`src/hw/servo_ctrl_pkg.sv`:
```
package servo_ctrl_pkg;

    localparam int DATA_W = 8;
    localparam int SET_W  = 16;
    localparam int ADC_W  = 12;
    localparam int POS_W  = 32;

    // register offsets (byte addresses)
    localparam logic [7:0] REG_CTRL       = 8'h00;
    localparam logic [7:0] REG_MODE       = 8'h04;
    localparam logic [7:0] REG_STATUS     = 8'h08;
    localparam logic [7:0] REG_SPEED_SET  = 8'h0c;
    localparam logic [7:0] REG_CURR_SET   = 8'h10;
    localparam logic [7:0] REG_SPEED_LIM  = 8'h14;
    localparam logic [7:0] REG_SEQ_SEL    = 8'h18;
    localparam logic [7:0] REG_TARGET_POS = 8'h1c;
    localparam logic [7:0] REG_PROFILE    = 8'h20;
    localparam logic [7:0] REG_SPEED_OUT  = 8'h24;
    localparam logic [7:0] REG_CURR_OUT   = 8'h28;
    localparam logic [7:0] REG_IO_CFG     = 8'h2c;
    localparam logic [7:0] REG_INTERP_POS = 8'h30;

    // control register bits
    localparam int CTRL_SW_EN     = 0;
    localparam int CTRL_START     = 1;
    localparam int CTRL_ERR_RST   = 2;
    localparam int CTRL_PRIO      = 3;
    localparam int CTRL_MODE_CONF = 4;

    // status register bits
    localparam int ST_ERR       = 4;
    localparam int ST_SEQ_BUSY  = 5;
    localparam int ST_MODE_REJ  = 6;
    localparam int ST_HW_EN     = 7;
    localparam int ST_INTERP_OK = 8;

    localparam logic [31:0] SPEED_LIM_RST = 32'h0000_7fff;
    localparam logic [3:0]  SEQ_SEL_NONE  = 4'h0;

    typedef enum logic [2:0] {
        MODE_IF_SPEED,
        MODE_IF_CURRENT,
        MODE_HOMING,
        MODE_SEQ_POS,
        MODE_INTERP_POS,
        MODE_AN_SPEED,
        MODE_AN_CURRENT
    } op_mode_t;

    typedef enum logic [1:0] {
        DEV_SWITCHED_ON,
        DEV_OP_ENABLED,
        DEV_FAULT
    } dev_state_t;

endpackage

```
`src/hw/servo_mode_state_control.sv`:
```
// Operation
// - power-up enters defined state, deterministic transitions
// - software run enable toggles switched-on/enabled
// - mode change refused while operation enabled
// - interface speed mode tracks commanded speed
// - interface current mode tracks commanded current
// - homing starts on start bit, auto-stops
// - sequential move starts on start toggle
// - device generates profile from target position
// - accept interpolated points in CAN variant
// - analog speed follows input under hardware enable
// - analog current follows input under hardware enable
// - analog source supplies speed/torque only
// - clamp speed set value to mechanical limit
// - stand-alone auto-enables on hardware enable
// - error reset by bus; button stand-alone only
// - reset leaves error only if cause gone
// - power-on reset clears errors after both supplies
// - first analog channel setpoint, second logging
// - dedicated and general digital io classes
// - hardware enable off cuts power stage immediately; here on the third clock edge after the pin falls, through the synchroniser
// - no motion without hardware enable
//
// Local design decisions: the address-and-strobe port and the register addresses.
module servo_mode_state_control #(
    parameter int CAN_VARIANT = 1,   // interpolated trajectory support
    parameter int GPIO_N      = 2    // general purpose io count
) (
    input  wire logic                               mclk,            // system clock
    input  wire logic                               sys_rst,         // async reset
    input  wire logic [7:0]                         reg_addr,        // register address
    input  wire logic [31:0]                        reg_wdata,       // write data
    input  wire logic                               reg_wr,          // write strobe
    input  wire logic                               reg_rd,          // read strobe
    output logic      [31:0]                        reg_rdata,       // read data
    input  wire logic                               hw_enable_in,    // hardware enable pin
    input  wire logic                               panel_reset_in,  // front button
    input  wire logic                               aux_supply_ok,   // auxiliary supply good
    input  wire logic                               main_supply_ok,  // main supply good
    input  wire logic                               fault_cause,     // error cause active
    input  wire logic                               seq_done,        // sequence ended
    input  wire logic                               limit_pos_in,    // dedicated limit +
    input  wire logic                               limit_neg_in,    // dedicated limit -
    input  wire logic                               home_sw_in,      // dedicated homing switch
    input  wire logic                               stop_in,         // dedicated stop
    input  wire logic [GPIO_N-1:0]                  gpio_in,         // general inputs
    output logic      [GPIO_N-1:0]                  gpio_out,        // general outputs
    input  wire logic [servo_ctrl_pkg::ADC_W-1:0]   analog_setpoint_in, // channel 1
    input  wire logic [servo_ctrl_pkg::ADC_W-1:0]   analog_aux_in,   // channel 2, logging
    output logic                                    power_stage_en,  // power stage on
    output logic      [servo_ctrl_pkg::SET_W-1:0]   speed_cmd,       // clamped speed set
    output logic      [servo_ctrl_pkg::SET_W-1:0]   current_cmd,     // current set
    output logic      [servo_ctrl_pkg::POS_W-1:0]   target_pos,      // target or interp point
    output logic                                    seq_start,       // sequence start pulse
    output logic                                    homing_active,   // homing running
    output logic      [servo_ctrl_pkg::ADC_W-1:0]   log_sample       // logged aux channel
);

    localparam int SW = servo_ctrl_pkg::SET_W;
    localparam int AW = servo_ctrl_pkg::ADC_W;

    // signed clamp to symmetric limit
    function automatic logic [SW-1:0] clamp_speed(input logic [SW-1:0] v,
                                                  input logic [SW-1:0] lim);
        logic signed [SW-1:0] s;
        logic signed [SW-1:0] l;
        s = v;
        l = lim;
        if (s > l)
            clamp_speed = l;
        else if (s < -l)
            clamp_speed = SW'(-l);
        else
            clamp_speed = v;
    endfunction

    // sign-extend 12-bit converter word to set width
    function automatic logic [SW-1:0] widen_adc(input logic [AW-1:0] a);
        widen_adc = {{(SW-AW){a[AW-1]}}, a};
    endfunction

    // two-flop synchronisers for pin inputs
    logic [7:0] pin_s1_q;
    logic [7:0] pin_s2_q;
    logic [GPIO_N-1:0] gpio_s1_q;
    logic [GPIO_N-1:0] gpio_s2_q;
    always_ff @(posedge mclk or posedge sys_rst)
    begin
        if (sys_rst)
        begin
            pin_s1_q  <= 8'h00;
            pin_s2_q  <= 8'h00;
            gpio_s1_q <= '0;
            gpio_s2_q <= '0;
        end
        else
        begin
            pin_s1_q  <= {seq_done, fault_cause, main_supply_ok, aux_supply_ok,
                          panel_reset_in, hw_enable_in, stop_in, home_sw_in};
            pin_s2_q  <= pin_s1_q;
            gpio_s1_q <= gpio_in;
            gpio_s2_q <= gpio_s1_q;
        end
    end
    logic hw_en;
    logic panel_rst;
    logic aux_ok;
    logic main_ok;
    logic cause;
    logic done;
    logic stop_ok;
    logic home_sw;
    assign {done, cause, main_ok, aux_ok, panel_rst, hw_en, stop_ok, home_sw} = pin_s2_q;

    logic [1:0] lim_s1_q;
    logic [1:0] lim_s2_q;
    always_ff @(posedge mclk or posedge sys_rst)
    begin
        if (sys_rst)
        begin
            lim_s1_q <= 2'h0;
            lim_s2_q <= 2'h0;
        end
        else
        begin
            lim_s1_q <= {limit_pos_in, limit_neg_in};
            lim_s2_q <= lim_s1_q;
        end
    end

    // registers
    logic                           sw_en_q;
    logic                           start_q;
    logic                           prio_remote_master;
    logic                           mode_confirm_q;
    servo_ctrl_pkg::op_mode_t       mode_q;
    servo_ctrl_pkg::op_mode_t       mode_pend_q;
    logic                           mode_rej_q;
    logic [SW-1:0]                  speed_set_q;
    logic [SW-1:0]                  curr_set_q;
    logic [SW-1:0]                  speed_lim_q;
    logic [3:0]                     seq_sel_q;
    logic [servo_ctrl_pkg::POS_W-1:0] target_q;
    logic [31:0]                    profile_q;
    logic [GPIO_N-1:0]              gpio_cfg_q;
    logic                           interp_ok_q;
    servo_ctrl_pkg::dev_state_t     state_q;
    servo_ctrl_pkg::dev_state_t     state_d;
    logic                           bus_err_rst;

    wire wr_ctrl = reg_wr && reg_addr == servo_ctrl_pkg::REG_CTRL;
    wire op_en   = state_q == servo_ctrl_pkg::DEV_OP_ENABLED;

    always_ff @(posedge mclk or posedge sys_rst)
    begin
        if (sys_rst)
        begin
            sw_en_q            <= 1'b0;
            prio_remote_master <= 1'b0;
            bus_err_rst        <= 1'b0;
            mode_confirm_q     <= 1'b0;
        end
        else
        begin
            bus_err_rst    <= wr_ctrl && reg_wdata[servo_ctrl_pkg::CTRL_ERR_RST];
            mode_confirm_q <= wr_ctrl && reg_wdata[servo_ctrl_pkg::CTRL_MODE_CONF];
            if (wr_ctrl)
            begin
                sw_en_q            <= reg_wdata[servo_ctrl_pkg::CTRL_SW_EN];
                prio_remote_master <= reg_wdata[servo_ctrl_pkg::CTRL_PRIO];
            end
        end
    end

    // start bit is level-held; homing uses its rise, sequences any change
    logic start_prev_q;
    always_ff @(posedge mclk or posedge sys_rst)
    begin
        if (sys_rst)
        begin
            start_q      <= 1'b0;
            start_prev_q <= 1'b0;
        end
        else
        begin
            if (wr_ctrl)
                start_q <= reg_wdata[servo_ctrl_pkg::CTRL_START];
            start_prev_q <= start_q;
        end
    end

    // write then confirm applies the pending mode
    // writes while enabled are dropped and flagged
    always_ff @(posedge mclk or posedge sys_rst)
    begin
        if (sys_rst)
        begin
            mode_q      <= servo_ctrl_pkg::MODE_IF_SPEED;
            mode_pend_q <= servo_ctrl_pkg::MODE_IF_SPEED;
            mode_rej_q  <= 1'b0;
        end
        else
        begin
            if (reg_wr && reg_addr == servo_ctrl_pkg::REG_MODE)
            begin
                if (op_en)
                    mode_rej_q <= 1'b1;
                else if (reg_wdata[2:0] <= 3'(servo_ctrl_pkg::MODE_AN_CURRENT))
                    mode_pend_q <= servo_ctrl_pkg::op_mode_t'(reg_wdata[2:0]);
            end
            if (mode_confirm_q)
            begin
                if (op_en)
                    mode_rej_q <= 1'b1;
                else
                begin
                    mode_q     <= mode_pend_q;
                    mode_rej_q <= 1'b0;
                end
            end
        end
    end

    always_ff @(posedge mclk or posedge sys_rst)
    begin
        if (sys_rst)
        begin
            speed_set_q <= '0;
            curr_set_q  <= '0;
            speed_lim_q <= servo_ctrl_pkg::SPEED_LIM_RST[SW-1:0];
            seq_sel_q   <= servo_ctrl_pkg::SEQ_SEL_NONE;
            target_q    <= '0;
            profile_q   <= '0;
            gpio_cfg_q  <= '0;
            interp_ok_q <= 1'b0;
        end
        else if (reg_wr)
        begin
            unique case (reg_addr)
                servo_ctrl_pkg::REG_SPEED_SET:  speed_set_q <= reg_wdata[SW-1:0];
                servo_ctrl_pkg::REG_CURR_SET:   curr_set_q  <= reg_wdata[SW-1:0];
                servo_ctrl_pkg::REG_SPEED_LIM:  speed_lim_q <= reg_wdata[SW-1:0];
                servo_ctrl_pkg::REG_SEQ_SEL:    seq_sel_q   <= reg_wdata[3:0];
                servo_ctrl_pkg::REG_TARGET_POS: target_q    <= reg_wdata;
                servo_ctrl_pkg::REG_PROFILE:    profile_q   <= reg_wdata;
                servo_ctrl_pkg::REG_IO_CFG:     gpio_cfg_q  <= reg_wdata[GPIO_N-1:0];
                // interpolated points accepted only on the CAN build
                servo_ctrl_pkg::REG_INTERP_POS:
                begin
                    if (CAN_VARIANT != 0 && mode_q == servo_ctrl_pkg::MODE_INTERP_POS)
                    begin
                        target_q    <= reg_wdata;
                        interp_ok_q <= 1'b1;
                    end
                end
                default: ;
            endcase
        end
    end

    // supplies must both drop before a later reset can clear
    logic both_cycled_q;
    always_ff @(posedge mclk or posedge sys_rst)
    begin
        if (sys_rst)
            both_cycled_q <= 1'b0;
        else if (!main_ok && !aux_ok)
            both_cycled_q <= 1'b1;
        else if (state_q != servo_ctrl_pkg::DEV_FAULT)
            both_cycled_q <= 1'b0;
    end

    wire err_rst_req = bus_err_rst || (panel_rst && !prio_remote_master) ||
                       (both_cycled_q && main_ok && aux_ok);

    // single defined state after reset, every event mapped
    always_comb
    begin
        state_d = state_q;
        unique case (state_q)
            servo_ctrl_pkg::DEV_SWITCHED_ON:
            begin
                if (cause)
                    state_d = servo_ctrl_pkg::DEV_FAULT;
                // stand-alone jumps in on hardware enable
                else if (hw_en && !prio_remote_master)
                    state_d = servo_ctrl_pkg::DEV_OP_ENABLED;
                // run enable; still needs hardware enable
                else if (hw_en && sw_en_q)
                    state_d = servo_ctrl_pkg::DEV_OP_ENABLED;
            end
            servo_ctrl_pkg::DEV_OP_ENABLED:
            begin
                if (cause)
                    state_d = servo_ctrl_pkg::DEV_FAULT;
                // hardware enable off drops out at once
                else if (!hw_en)
                    state_d = servo_ctrl_pkg::DEV_SWITCHED_ON;
                // run enable drop leaves enabled state under remote master priority only
                else if (prio_remote_master && !sw_en_q)
                    state_d = servo_ctrl_pkg::DEV_SWITCHED_ON;
            end
            servo_ctrl_pkg::DEV_FAULT:
            begin
                // reset only succeeds with cause cleared
                if (err_rst_req && !cause)
                    state_d = servo_ctrl_pkg::DEV_SWITCHED_ON;
            end
            default: state_d = servo_ctrl_pkg::DEV_FAULT;
        endcase
    end

    always_ff @(posedge mclk or posedge sys_rst)
    begin
        if (sys_rst)
            state_q <= servo_ctrl_pkg::DEV_SWITCHED_ON;
        else
            state_q <= state_d;
    end

    wire is_pos_mode = mode_q == servo_ctrl_pkg::MODE_HOMING ||
                       mode_q == servo_ctrl_pkg::MODE_SEQ_POS;
    wire seq_chosen  = seq_sel_q != servo_ctrl_pkg::SEQ_SEL_NONE;
    wire start_rise  = start_q && !start_prev_q;
    wire start_tog   = start_q != start_prev_q;

    // homing on start rise; sequence on any toggle
    // profile itself built downstream from target and profile word
    logic seq_busy_q;
    always_ff @(posedge mclk or posedge sys_rst)
    begin
        if (sys_rst)
        begin
            seq_start     <= 1'b0;
            seq_busy_q    <= 1'b0;
            homing_active <= 1'b0;
        end
        else
        begin
            seq_start <= 1'b0;
            if (!op_en || state_d != servo_ctrl_pkg::DEV_OP_ENABLED || done || !stop_ok)
            begin
                seq_busy_q    <= 1'b0;
                homing_active <= 1'b0;
            end
            else if (is_pos_mode && seq_chosen && !seq_busy_q &&
                     (mode_q == servo_ctrl_pkg::MODE_HOMING ? start_rise : start_tog))
            begin
                seq_start     <= 1'b1;
                seq_busy_q    <= 1'b1;
                homing_active <= mode_q == servo_ctrl_pkg::MODE_HOMING;
            end
        end
    end

    // set value selection
    // analog feeds speed and current only, never position
    // channel 1 is the setpoint source
    logic [SW-1:0] spd_src;
    logic [SW-1:0] cur_src;
    always_comb
    begin
        spd_src = '0;
        cur_src = '0;
        unique case (mode_q)
            servo_ctrl_pkg::MODE_IF_SPEED:   spd_src = speed_set_q;
            servo_ctrl_pkg::MODE_IF_CURRENT: cur_src = curr_set_q;
            servo_ctrl_pkg::MODE_AN_SPEED:   spd_src = widen_adc(analog_setpoint_in);
            servo_ctrl_pkg::MODE_AN_CURRENT: cur_src = widen_adc(analog_setpoint_in);
            servo_ctrl_pkg::MODE_HOMING,
            servo_ctrl_pkg::MODE_SEQ_POS,
            servo_ctrl_pkg::MODE_INTERP_POS: spd_src = profile_q[SW-1:0];
        endcase
    end

    // stop input zeroes demand; limits block motion in the locked sign
    wire spd_neg  = spd_src[SW-1];
    wire lim_lock = (spd_neg ? !lim_s2_q[0] : !lim_s2_q[1]) && spd_src != '0;

    always_ff @(posedge mclk or posedge sys_rst)
    begin
        if (sys_rst)
        begin
            power_stage_en <= 1'b0;
            speed_cmd      <= '0;
            current_cmd    <= '0;
            target_pos     <= '0;
            log_sample     <= '0;
        end
        else
        begin
            // stage follows enabled state, which tracks hw enable
            power_stage_en <= state_d == servo_ctrl_pkg::DEV_OP_ENABLED;
            speed_cmd   <= (op_en && stop_ok && !lim_lock) ?
                           clamp_speed(spd_src, speed_lim_q) : '0;
            current_cmd <= (op_en && stop_ok) ? cur_src : '0;
            target_pos  <= target_q;
            log_sample  <= analog_aux_in;
        end
    end

    // general io configured by software; dedicated ones fixed
    always_ff @(posedge mclk or posedge sys_rst)
    begin
        if (sys_rst)
            gpio_out <= '0;
        else
            gpio_out <= gpio_cfg_q & gpio_s2_q;
    end

    // read path, data one cycle after strobe
    always_ff @(posedge mclk or posedge sys_rst)
    begin
        if (sys_rst)
            reg_rdata <= 32'h0000_0000;
        else if (reg_rd)
        begin
            unique case (reg_addr)
                servo_ctrl_pkg::REG_CTRL:
                    reg_rdata <= 32'({mode_confirm_q, prio_remote_master, 1'b0,
                                      start_q, sw_en_q});
                servo_ctrl_pkg::REG_MODE:      reg_rdata <= 32'(mode_q);
                servo_ctrl_pkg::REG_STATUS:
                    reg_rdata <= 32'({interp_ok_q, hw_en, mode_rej_q, seq_busy_q,
                                      state_q == servo_ctrl_pkg::DEV_FAULT,
                                      home_sw, 1'b0, state_q});
                servo_ctrl_pkg::REG_SPEED_SET:  reg_rdata <= 32'(speed_set_q);
                servo_ctrl_pkg::REG_CURR_SET:   reg_rdata <= 32'(curr_set_q);
                servo_ctrl_pkg::REG_SPEED_LIM:  reg_rdata <= 32'(speed_lim_q);
                servo_ctrl_pkg::REG_SEQ_SEL:    reg_rdata <= 32'(seq_sel_q);
                servo_ctrl_pkg::REG_TARGET_POS: reg_rdata <= target_q;
                servo_ctrl_pkg::REG_PROFILE:    reg_rdata <= profile_q;
                servo_ctrl_pkg::REG_SPEED_OUT:  reg_rdata <= 32'(speed_cmd);
                servo_ctrl_pkg::REG_CURR_OUT:   reg_rdata <= 32'(current_cmd);
                servo_ctrl_pkg::REG_IO_CFG:     reg_rdata <= 32'(gpio_cfg_q);
                default:                        reg_rdata <= 32'h0000_0000;
            endcase
        end
        else
            reg_rdata <= 32'h0000_0000;
    end

endmodule

```
`config.mk`:
```
export PLATFORM = sky130hd
export DESIGN_NAME = servo_mode_state_control
export DESIGN_NICKNAME = d
export VERILOG_FILES = /design/src/hw/servo_ctrl_pkg.sv /design/src/hw/servo_mode_state_control.sv
export SDC_FILE = /design/constraint.sdc
export NUM_CORES = 1
export LEC_CHECK = 0
export CAP_MARGIN = 20
export CORE_MARGIN = 2
export CORE_UTILIZATION = 63
export CTS_CLUSTER_SIZE = 40
export DETAILED_ROUTE_END_ITERATION = 6
export DONT_BUFFER_PORTS = 1
export PLACE_DENSITY = 0.79
export SETUP_SLACK_MARGIN = 0.4
export SLEW_MARGIN = 10
export SYNTH_ARGS = -nofsm -noshare
export SYNTH_HDL_FRONTEND = slang
export SYNTH_SLANG_ARGS = --single-unit
export TNS_END_PERCENT = 5
```
`constraint.sdc`:
```
create_clock -name mclk -period 9.45 [get_ports mclk]
set_clock_uncertainty 0.05 [all_clocks]
set_input_delay 0.945 -clock mclk [delete_from_list [all_inputs] [get_ports mclk]]
set_output_delay 0.945 -clock mclk [all_outputs]
set_load 0.005 [all_outputs]
```
==> results of run 1 <==
[worst min-delay path by stage]
stage	slack [ns]	startpoint	endpoint
2_1_floorplan	0.28	gpio_s1_q[0]	gpio_s2_q[0]
3_3_place_gp	0.28	pin_s1_q[4]	pin_s2_q[4]
3_5_place_dp	0.28	pin_s1_q[3]	pin_s2_q[3]
4_1_cts	0.30	pin_s1_q[3]	pin_s2_q[3]
5_1_grt	0.31	lim_s1_q[1]	lim_s2_q[1]
6_report	0.30	pin_s1_q[3]	pin_s2_q[3]
[stage by stage]
| stage | hold WS (ns) | util, % | total power (uW) | instance area [um2] | worst slack (ns) |
|---|---|---|---|---|---|
| floorplan | 0.2812 | - | 1553 | 11910 | 0.9561 |
| global placement | 0.2836 | 64.99 | 1604 | 12120 | 4.632 |
| detailed placement | 0.2847 | 64.99 | 1609 | 12120 | 4.510 |
| CTS | 0.2976 | 69.99 | 2693 | 13050 | 4.459 |
| global route | 0.3056 | 70.14 | 2785 | 13080 | 3.932 |
| finish | 0.2965 | 70.14 | 2693 | 13080 | 4.414 |
[worst max-delay path, cell delays in order, from the launching register on]
cell and delay, ns:
dfstp_2 0.40, inv_1 0.08, ha_1 0.23, nor3b_1 0.38, nand3b_1 0.25, nor3_1 0.42
and3_1 0.31, nand3_1 0.11, xnor2_1 0.21, inv_1 0.07, ha_1 0.29, and4_1 0.19
a221o_1 0.32, a311oi_1 0.29, mux2i_1 0.18, a21oi_4 0.68, mux2i_1 0.20, a211oi_2 0.27
[cell families after synthesis]
| kind of cell | after synthesis |
|---|---|
| AOI/OAI and AO/OA | 220 |
| xor gates and xnor gates | 19 |
| DFF | 273 |
| and+or+nand+nor | 171 |
| adders and majority gates | 24 |
| buffers and inverters | 76 |
| muxes | 144 |
[final cells by class]
type / count / area, um2 / area share (%)
clock inverter: 9 / 83.83 / 0.6411
clock buffer: 43 / 848.3 / 6.487
multi-input combinational: 578 / 4741 / 36.25
inverter: 28 / 112.6 / 0.8612
timing repair buffer: 17 / 147.6 / 1.129
sequential: 273 / 6850 / 52.39
tap: 234 / 292.8 / 2.239
[metal layers]
layer	vias up	track usage, %
met3	110	11.31
met4	0	12.05
met2	608	49.92
met1	4212	45.80
li1	3477	-
met5	-	0
[state kept, by name (all words and copies together) (netlist names), 16 cells and up]
register	cells
profile_q	32
reg_rdata	32
target_pos	32
target_q	32
curr_set_q	16
current_cmd	16
speed_cmd	16
speed_lim_q	16
speed_set_q	16
[power groups by stage]
stage / clock, uW / sequential, uW / combinational, uW
2_1_floorplan: 0 / 1250 / 298
3_3_place_gp: 0 / 1270 / 334
3_5_place_dp: 0 / 1270 / 338
4_1_cts: 1100 / 1250 / 339
5_1_grt: 1150 / 1260 / 376
6_report: 1100 / 1250 / 344
[synthesized netlist by cell type (5+ instances only)]
library cell	instances
buf_1	6
nor2_1	60
buf_2	5
ha_1	23
a211oi_2	7
buf_6	5
clkbuf_1	29
o21ai_0	9
nor4b_1	7
a22oi_1	65
xnor2_1	15
and3_1	6
a2bb2oi_1	6
a22o_1	10
nor4_1	6
nand2_1	30
dfrtp_1	258
mux2_2	128
o32ai_1	5
a31oi_1	24
a222oi_1	9
a21oi_1	22
a21o_1	8
nor3_1	13
o2bb2ai_1	11
inv_1	28
a221oi_1	12
mux2i_1	16
dfstp_2	15
nand3_1	12
[layout by cell type (no fill, tap or decap), drive strengths merged, types with 14 or more instances in the layout]
master / netlist / final
a21oi: 23 / 23
a22oi: 65 / 65
a31oi: 24 / 24
buf: 19 / 17
clkbuf: 29 / 43
dfrtp: 258 / 258
dfstp: 15 / 15
ha: 23 / 23
inv: 28 / 30
mux2: 128 / 128
mux2i: 16 / 16
nand2: 31 / 31
nor2: 60 / 60
nor3: 14 / 14
xnor2: 17 / 17
==> metrics.md, run 1 <==
| Metric | Value |
|---|---|
| IO Port Bufs | 0 |
| Reg-to-Reg Start | speed_lim_q[1] |
| DRT Pass-1 Iters | 6 |
| Root Driver | clkbuf_16 |
| Post-Route Setup TNS | 0 ns |
| Synth async-reset ratio | 100.0% |
| Initial cell density of the core | roughly 64% |
| Die Height | 141.5 um |
| WP data arrival | 5.43 ns |
| Worst-margin pin slew | roughly 1.0 ns |
| Critical-path maximum fanout | 22 |
| CP required | 9.84 ns |
| Final #Nets | 1029 |
| Share of power burned in the clock network | between 40% and 50% |
| Post-detail-place hpwl | around 23000 um |
| Max Cap Viol | 0 |
| Reg clk slew, reported paths | ~0.060 ns |
| Largest family of logic cells by synthesized area | compound AO/OA/AOI/OAI gates |
| First-pass GRT wire length | 50870 um |
| Most area-hungry cell type in the Yosys netlist | dfrtp_1 |
| Die footprint | 20020 um2 |
| Crit. End Element | register |
| All-Layer GR Usage | 33.34% |
| Worst skew pair latency | 0.54 ns |
| Initial DRC Count | between 900 and 1000 |
| Largest cells by area after synthesis | dfrtp_1, mux2_2, a22oi_1 |
| Worst R2R Setup Slack | around 4.4 ns |
| M1 WL | between 10000 and 15000 um |
| Register area share after synthesis | about 58% |
| Met2 routed wirelength | about 15000 um |
| Gr ovfl total | 0 |
| Post-Synthesis Cells | 927 |
| Die width | 141.5 um |
| Highest metal used | met4 |
| Critical path launch point | speed_lim_q[1] |
| Post-route ant nets | 0 |
| Met3 WL | 4448 um |
| Syn Nets | between 1000 and 1500 |
| Clk sinks | 273 |
| RSZ-0062 raised after global routing | false |
| Crit path to | speed_cmd[8] |
| Primary FF master, synth | dfrtp_1 |
| Worst setup path category | register to register |
| Max-slew headroom | 30.42% |
| Run status | completed |
| # setup viols final | 0 |
| R2R depth | 17 |
| Period utilisation layout | 53.29% |
| Final Hold Viols | 0 |
| Vias in the first global route | approximately 8400 |
| Total CTS buffers | 28 |
| Sw Pwr | ~700 uW |
| CTS max path bufs | 3 |
| Final Max Tran Viols | 0 |
| H-tree Lvls | 1 |
| Compound-cell area share of the yosys netlist | between 10% and 20% |
| Power per Cell Area | 205.9 nW/um2 |
| Setup Buffers After CTS | 0 |
| Drt wl/cell | 27.97 um |
| Gpl congestion | roughly 0.97 |
| Final Non-Filler Cells | ~1200 |
| VDD IR-drop max | 122.9 uV |
| Largest net degree at the start of global routing | 132 |
| Leakage | just under 0.006 uW |
| Switch share | 25.66% |
| Final wirelength | 33060 um |
| Sequential power share | 46.5% |
| CP startpoint kind | register |
| Total placed cells including tap cells | 1129 |
| Cell Area, Synth | 11910 um2 |
| Combinational share of power | 12.8% |
| FF+latch count, synth | 273 |
| YS warnings | 0 |
| Hold Crit Class | register to register |
| Tmin final | approximately 5 ns |
| Area share of the largest cell type after synthesis | 54.21% |
| Post-synthesis xor/xnor area fraction | 1.523% |
| Synth Area in Adders | 2.500% |
| CTS tree | done |
| DR vias | between 8000 and 9000 |
| Std-Cell Rows | 50 |
| # diodes | 0 |
| Mux cell area share after synthesis | 13.45% |
| DRC | 0 |
| Post-synth EDFFs | 0 |
| Hold Buf Count CTS | 0 |
| Fillers | about 1300 |
| Post_cts resized | 0 |
| P_int | ~2000 uW |
| Area Growth Syn to Fin | 9.791% |
| Post-Synth Simple-Gate Area | 7.301% |
| Cell variety after synth | 76 |
| Max Fclk | 0.1986 GHz |
| Worst Hold Depth | 0 |
| Mapped Avg Cell Area | 12.85 um2 |
| Core area | around 19000 um2 |
| Reg-to-reg endpoint | speed_cmd[8] |
| Initial antenna violation count | 0 |
| Via-per-instance ratio | between 7 and 8 |
| Share of layout cells above drive strength 1 | around a quarter |
| Top Ports | 193 |
(Power assumes the default switching activity.)
==> inputs of run 2 (changes only) <==
ABC_AREA = 1   (was unset)
CORE_UTILIZATION = 57   (was 63)
PLACE_DENSITY = 0.75   (was 0.79)
clock period = 4.08 ns   (was 9.45 ns; I/O delays follow)
==> metrics.md, run 2 <==
| Metric | Value |
|---|---|
| Share of layout cells above drive strength 1 | 10.57% (-14 points) |
| CP startpoint kind | register |
| Hold Crit Class | input pin to register |
| # diodes | 0 (unchanged) |
| Power per Cell Area | 490.2 nW/um2 (+140%) |
| Total CTS buffers | 29 (+3.6%) |
| Die footprint | 22320 um2 (+11%) |
| Largest cells by area after synthesis | dfrtp_1, nand2_1, o21ai_0 |
| Root Driver | clkbuf_16 |
| Leakage | 0.006679 uW (+12%) |
| H-tree Lvls | 1 (unchanged) |
| Post-Synthesis Cells | 1343 (+45%) |
| Reg clk slew, reported paths | 0.06 ns (about the same) |
| Gpl congestion | 0.9531 (-2.1%) |
| WP data arrival | 3.73 ns (-1.70 ns) |
| Syn Nets | 1446 (+40%) |
| Cell family with most CP delay | simple AND/OR/NAND/NOR gates |
| Std-Cell Rows | 53 (+6.0%) |
| Post-detail-place hpwl | 25290 um (+10%) |
| Cell Area, Synth | 12050 um2 (+1.2%) |
| Worst Hold Depth | 2 (+2) |
| Initial DRC Count | 1063 (+11%) |
| Initial antenna violation count | 0 (unchanged) |
| Post-synth EDFFs | 0 (unchanged) |
| Critical-path maximum fanout | 11 (-50%) |
| Worst R2R Setup Slack | 0.74 ns (-3.68 ns) |
| DR vias | 10121 (+20%) |
| Die width | 149.4 um (+5.6%) |
| Initial cell density of the core | 57.69% (-6.2 points) |
| Place WS | 0.3978 ns (-4.112 ns) |
| First-pass GRT wire length | 57110 um (+12%) |
| Worst-margin pin slew | 1.018 ns (-0.02178 ns) |
| Post-Route Setup TNS | 0 ns (unchanged) |
| Fillers | 1608 (+27%) |
| Most frequent cells in the layout | nand2_1, dfrtp_1, inv_1, o21ai_0, nor2_1 |
| CTS tree | done |
| Register area share after synthesis | 56.84% (-0.67 points) |
| CTS max path bufs | 3 (unchanged) |
| CP required | 4.47 ns (-5.37 ns) |
| Die Height | 149.4 um (+5.6%) |
| Reg-to-Reg Start | mode_q[2] |
| Top Ports | 193 (unchanged) |
| Drt wl/cell | 21.51 um (-23%) |
| Synth async-reset ratio | 100.0% (unchanged) |
| Worst setup path category | register to register |
| Final wirelength | 36650 um (+11%) |
| Startpoint of the worst hold path | reg_wdata[18] |
| Tmin final | 3.342 ns (-1.694 ns) |
| DRT Pass-1 Iters | 7 (+1) |
| Final #Nets | 1510 (+47%) |
| YS warnings | 0 (unchanged) |
| Via-per-instance ratio | 5.940 (-16%) |
| Primary FF master, synth | dfrtp_1 |
| Slowest cell on crit path | dfrtp_2 |
| Most area-hungry cell type in the Yosys netlist | dfrtp_1 |
| WP buf/inv | 3 (+1) |
| Reg-to-reg endpoint | speed_cmd[7] |
| FF+latch count, synth | 273 (unchanged) |
| Max-slew headroom | 30.35% (-0.067 points) |
| Core area | 20890 um2 (+12%) |
| Max Fclk | 0.2992 GHz (+51%) |
| Gr ovfl total | 0 (unchanged) |
| Most instantiated library cell after synthesis | nand2_1 |
| VDD IR-drop max | 374.6 uV (+200%) |
| Critical-path cell list | inv_2 > nand2_2 > clkinvlp_4 > nand2_1 > o21ai_0 > a21oi_1 > inv_1 > ha_1 > a21o_1 > or2_2 > nand3_1 > nand3_1 > nand2_1 > nand2_1 > nand2_2 > nand3_2 > nand2_2 > nor2_1 > nor2_1 > nor2_1 |
| Clk sinks | 273 (unchanged) |
| All-Layer GR Usage | 33.51% (+0.17 points) |
| Synth top cells by count | nand2_1, dfrtp_1, inv_1 |
| Final Hold Viols | 0 (unchanged) |
| Largest net degree at the start of global routing | 183 (+39%) |
| Mapped Avg Cell Area | 8.974 um2 (-30%) |
| Worst skew pair latency | 0.56 ns (+0.02 ns) |
| R2R depth | 20 (+3) |
| Hold slack | 0.005393 ns (-0.2911 ns) |
| Final Max Tran Viols | 0 (unchanged) |
| Cell variety after synth | 51 (-33%) |
| Hold path endpoint | profile_q[18] |
| Area Growth Syn to Fin | 17.44% |
| Overall Power | 6938 uW (+160%) |
| Post-route core utilization | 67.76% (-2.4 points) |
| Most common cell after layout, fill and taps aside | nand2_1 |
| IO Port Bufs | 0 (unchanged) |
| Period utilisation layout | 81.92% (+29 points) |
| RSZ-0062 raised after global routing | false |
| Area share of the largest cell type after synthesis | 53.57% (-0.64 points) |
| Vias in the first global route | 9957 (+19%) |
| Worst setup margin | 0.7376 ns (-3.676 ns) |
| Max Cap Viol | 0 (unchanged) |
| DRC | 0 (unchanged) |
| CP max stage delay | 0.47 ns (-0.21 ns) |
| # setup viols final | 0 (unchanged) |
| Run status | completed |
| Post-route ant nets | 0 (unchanged) |
| Crit. End Element | register |
==> run 2: cell types whose count changed in the layout (fill, tap and decap cells not counted), sizes merged, moves of 16 or more <==
cell         change
o21ai          +146
a31oi           -19
xnor2           -17
mux2i           -16
nand3           +46
dlygate4sd3     +55
nand2          +323
a22oi           -64
a21oi           +48
nor2            +32
mux2           -128
inv            +127
==> run 2: worst max path at each step <==
stage                               from            end  slack (ns)  depth (start not counted)
after global placement    speed_lim_q[0]   speed_cmd[9]        0.50                         22
after detailed placement  speed_lim_q[0]   speed_cmd[7]        0.40                         22
after global routing           mode_q[2]   speed_cmd[5]        0.40                         20
after floorplan                  sys_rst  both_cycled_q        0.02                          1
final                          mode_q[2]   speed_cmd[7]        0.74                         20
after CTS                 speed_lim_q[2]   speed_cmd[7]        0.42                         22
==> run 2: metrics by stage <==
| step | cells | area [um2] |
|---|---|---|
| after floorplan | 1343 | 12060 |
| after global placement | 1592 | 12360 |
| after detailed placement | 1592 | 12360 |
| after CTS | 1700 | 13990 |
| after global routing | 1704 | 14150 |
| final | 1704 | 14150 |
==> run 2: metal layers <==
metal | GRT usage, % | vias to the layer above | wire, um
met5 | 0 | - | 0
met4 | 13.00 | 0 | 1485
met3 | 7.554 | 109 | 3890
met2 | 51.63 | 593 | 16600
met1 | 46.59 | 4887 | 14670
li1 | - | 4532 | -
==> run 2: layout make-up <==
type	instances	area (um2)	share of cell area, %
flip-flops and latches	273	6853	48.42
multi-input cells	865	4492	31.74
clock buffers	42	834.6	5.896
repair buffers	81	802.0	5.667
inverters	157	596.8	4.217
well taps	275	344.1	2.431
clock inverters	11	231.5	1.635
==> run 2: kinds of logic after synthesis <==
family | synth area share [%]
and+or+nand+nor | 18.98
xor gates and xnor gates | 0.6541
buffers and inverters | 7.008
DFF | 56.84
adders and majority gates | 2.388
AOI/OAI and AO/OA | 14.13
==> run 2: repair_timing <==
action,4_1_cts,5_1_grt
buffers inserted,0,1
cloned,0,1
gates resized for setup,1,24
pin swaps,0,3
endpoints found under the hold margin,110,0
setup endpoints to repair,4,16
hold buffers,55,0
==> run 2: worst reg2reg max path, cell delays in order, from the launching register on <==
cell and delay [ns]:
dfrtp_2 0.47, inv_2 0.14, nand2_2 0.12, clkinvlp_4 0.19, nand2_1 0.10, o21ai_0 0.07, a21oi_1 0.17, inv_1 0.11
ha_1 0.29, a21o_1 0.18, or2_2 0.27, nand3_1 0.08, nand3_1 0.07, nand2_1 0.06, nand2_1 0.09, nand2_2 0.13
nand3_2 0.24, nand2_2 0.20, nor2_1 0.05, nor2_1 0.10, nor2_1 0.04
==> run 2: report_power, final <==
part	switching, uW	total [uW]	internal [uW]
logic	699	1070	368
registers	108	2950	2850
clock network	1110	2920	1810
total	1920	6940	5020
==> inputs of run 3 (changes only) <==
ABC_AREA = 0   (was 1)
CORE_UTILIZATION = 63   (was 57)
PLACE_DENSITY = 0.79   (was 0.75)
clock period = 3.1 ns   (was 4.08 ns; I/O delays follow)
==> metrics.md, run 3 (same netlist as run 1, synthesis figures left out) <==
| Metric | Value |
|---|---|
| Hold slack | 0.02233 ns (+0.01694 ns) |
| Final Max Tran Viols | 0 (unchanged) |
| Hold Crit Class | input pin to register |
| DRC | 0 (unchanged) |
| Combinational share of power | 19.5% (+4.1 points) |
| Max-slew headroom | 34.41% (+4.1 points) |
| First-pass GRT wire length | 57680 um (+1.0%) |
| Initial antenna violation count | 1 (+1) |
| Power per Cell Area | 598.5 nW/um2 (+22%) |
| Top Ports | 193 (unchanged) |
| DR vias | 9450 (-6.6%) |
| Most frequent cells in the layout | dfrtp_1, buf_4, mux2_2, dlygate4sd3_1, a22oi_1 |
| Worst skew pair latency | 0.54 ns (-0.02 ns) |
| Gr ovfl total | 0 (unchanged) |
| Most common cell after layout, fill and taps aside | dfrtp_1 |
| Leakage | 0.006936 uW (+3.8%) |
| Sw Pwr | 2335 uW (+22%) |
| Area Growth Syn to Fin | 26.17% |
| Die width | 141.5 um (-5.3%) |
| Switch share | 25.96% (-1.7 points) |
| DRT Pass-1 Iters | 6 (-1) |
| CTS max path bufs | 3 (unchanged) |
| Via-per-instance ratio | 6.848 (+15%) |
| Post-detail-place hpwl | 24470 um (-3.2%) |
| Die footprint | 20020 um2 (-10%) |
| Die Height | 141.5 um (-5.3%) |
| H-tree Lvls | 1 (unchanged) |
| Critical-path maximum fanout | 7 (-4) |
| Max Fclk | 0.2536 GHz (-15%) |
| Worst-margin pin slew | 0.9814 ns (-0.03694 ns) |
| Tmin final | 3.943 ns (+0.6006 ns) |
| CP required | 3.47 ns (-1.00 ns) |
| Crit. End Element | register |
| Gpl congestion | 0.9457 (-0.78%) |
| Initial cell density of the core | 63.89% (+6.2 points) |
| CP startpoint kind | register |
| Share of power burned in the clock network | 38.2% (-3.9 points) |
| VDD IR-drop max | 462.3 uV (+23%) |
| Run status | finished, violations left |
| Clk sinks | 273 (unchanged) |
| P_int | 6659 uW (+33%) |
| Initial DRC Count | 886 (-17%) |
| Worst setup path category | register to register |
| Worst setup margin | -0.8430 ns (-1.581 ns) |
| WP data arrival | 4.31 ns (+0.58 ns) |
| Failing checks | negative setup slack |
| Vias in the first global route | 9567 (-3.9%) |
| Root Driver | clkbuf_16 |
| Core area | 18640 um2 (-11%) |
| Drt wl/cell | 27.37 um (+27%) |
| Sequential power share | 42.3% (-0.3 points) |
| Total CTS buffers | 28 (-3.4%) |
| Final Non-Filler Cells | 1380 (-19%) |
| Final #Nets | 1227 (-19%) |
| Share of layout cells above drive strength 1 | 33.25% (+23 points) |
| Final Hold Viols | 0 (unchanged) |
| Std-Cell Rows | 50 (-5.7%) |
| Fillers | 993 (-38%) |
| All-Layer GR Usage | 37.82% (+4.3 points) |
| Period utilisation layout | 127.2% (+45 points) |
| IO Port Bufs | 0 (unchanged) |
| RSZ-0062 raised after global routing | true |
| # diodes | 0 (unchanged) |
| # setup viols final | 16 (+16) |
| Max Cap Viol | 0 (unchanged) |
| Final wirelength | 37770 um (+3.1%) |
| Post-route ant nets | 0 (unchanged) |
| Reg clk slew, reported paths | 0.06 ns (about the same) |
| CTS tree | done |
| Largest net degree at the start of global routing | 68 (-63%) |
| Total placed cells including tap cells | 1252 (-21%) |
==> run 3: cell types whose count changed in the layout (fill, tap and decap cells not counted), moves of 64 or more <==
cell and delta:
inv_1 -123, buf_4 +112, o21ai_0 -138, nand2_1 -306, mux2_2 +128, a22oi_1 +64
==> run 3: power by group through the flow <==
| stage | logic [uW] | clock network [uW] | registers, uW |
|---|---|---|---|
| 2_1_floorplan | 911 | 0 | 3830 |
| 3_3_place_gp | 1370 | 0 | 3850 |
| 3_5_place_dp | 1390 | 0 | 3860 |
| 4_1_cts | 1500 | 3430 | 3800 |
| 5_1_grt | 1870 | 3610 | 3820 |
| 6_report | 1750 | 3430 | 3810 |
==> run 3: critical path: stages (launching register included) <==
cell and delay [ns]:
dfstp_2 0.38, inv_2 0.08, ha_4 0.14, nor3b_4 0.21
nand3b_1 0.15, nor3_2 0.24, and3_1 0.22, buf_4 0.12
buf_6 0.09, xnor2_2 0.11, ha_2 0.29, and4_1 0.21
a221o_1 0.33, a311oi_2 0.30, mux2i_1 0.16, a21oi_4 0.16
buf_12 0.14, buf_12 0.14, mux2i_1 0.22, a211oi_2 0.09
==> run 3: area by class of cell <==
cell class                      count  area [um2]  share of cell area (%)
Sequential cell                   273        6850                   45.59
Multi-Input combinational cell    578        4883                   32.50
Timing Repair Buffer              215        1938                   12.90
Clock buffer                       48       897.1                   5.970
Tap cell                          234       292.8                   1.948
Inverter                           28       108.9                  0.7244
Clock inverter                      4       56.30                  0.3747
==> run 3: timing repair <==
item | CTS | global route
hold buffers | 69 | 0
endpoints found under the hold margin | 189 | 0
endpoints found under the setup margin | 16 | 16
cloned | 0 | 2
pin swaps | 0 | 17
gates resized for setup | 1 | 21
buffers inserted | 0 | 5
==> run 3: per-layer routing <==
metal,up-vias,routed length (um),global-route usage [%]
met5,-,13,0
met1,4741,14260,50.62
li1,3874,-,-
met4,2,1426,13.16
met3,157,4552,11.61
met2,676,17520,59.33
==> run 3: through the flow <==
stage          setup slack (ns)  utilization (%)  setup TNS, ns  instance area [um2]  total power, uW
6_report                -0.8430            80.60         -12.97                15030             8994
5_1_grt                 -0.9893            80.60         -15.30                15030             9292
2_1_floorplan           -0.8572                -        -232.59                11920             4736
3_3_place_gp            -0.6584            70.52         -10.02                13150             5223
4_1_cts                 -0.7221            79.37         -10.97                14800             8726
3_5_place_dp            -0.7489            70.52         -11.26                13150             5249
==> run 3: path summary, 6_finish.rpt <==
kind / cells after the start / slack, ns / end / startpoint
max: 19 / -0.84 / speed_cmd[9] / speed_lim_q[1]
min: 2 / 0.02 / current_cmd[12] / analog_setpoint_in[11]
max reg2reg: 19 / -0.84 / speed_cmd[9] / speed_lim_q[1]
min reg2reg: 0 / 0.29 / pin_s2_q[3] / pin_s1_q[3]
max in group asynchronous: 3 / 1.82 / speed_lim_q[0] / sys_rst
min in group asynchronous: 2 / 0.33 / target_pos[25] / sys_rst
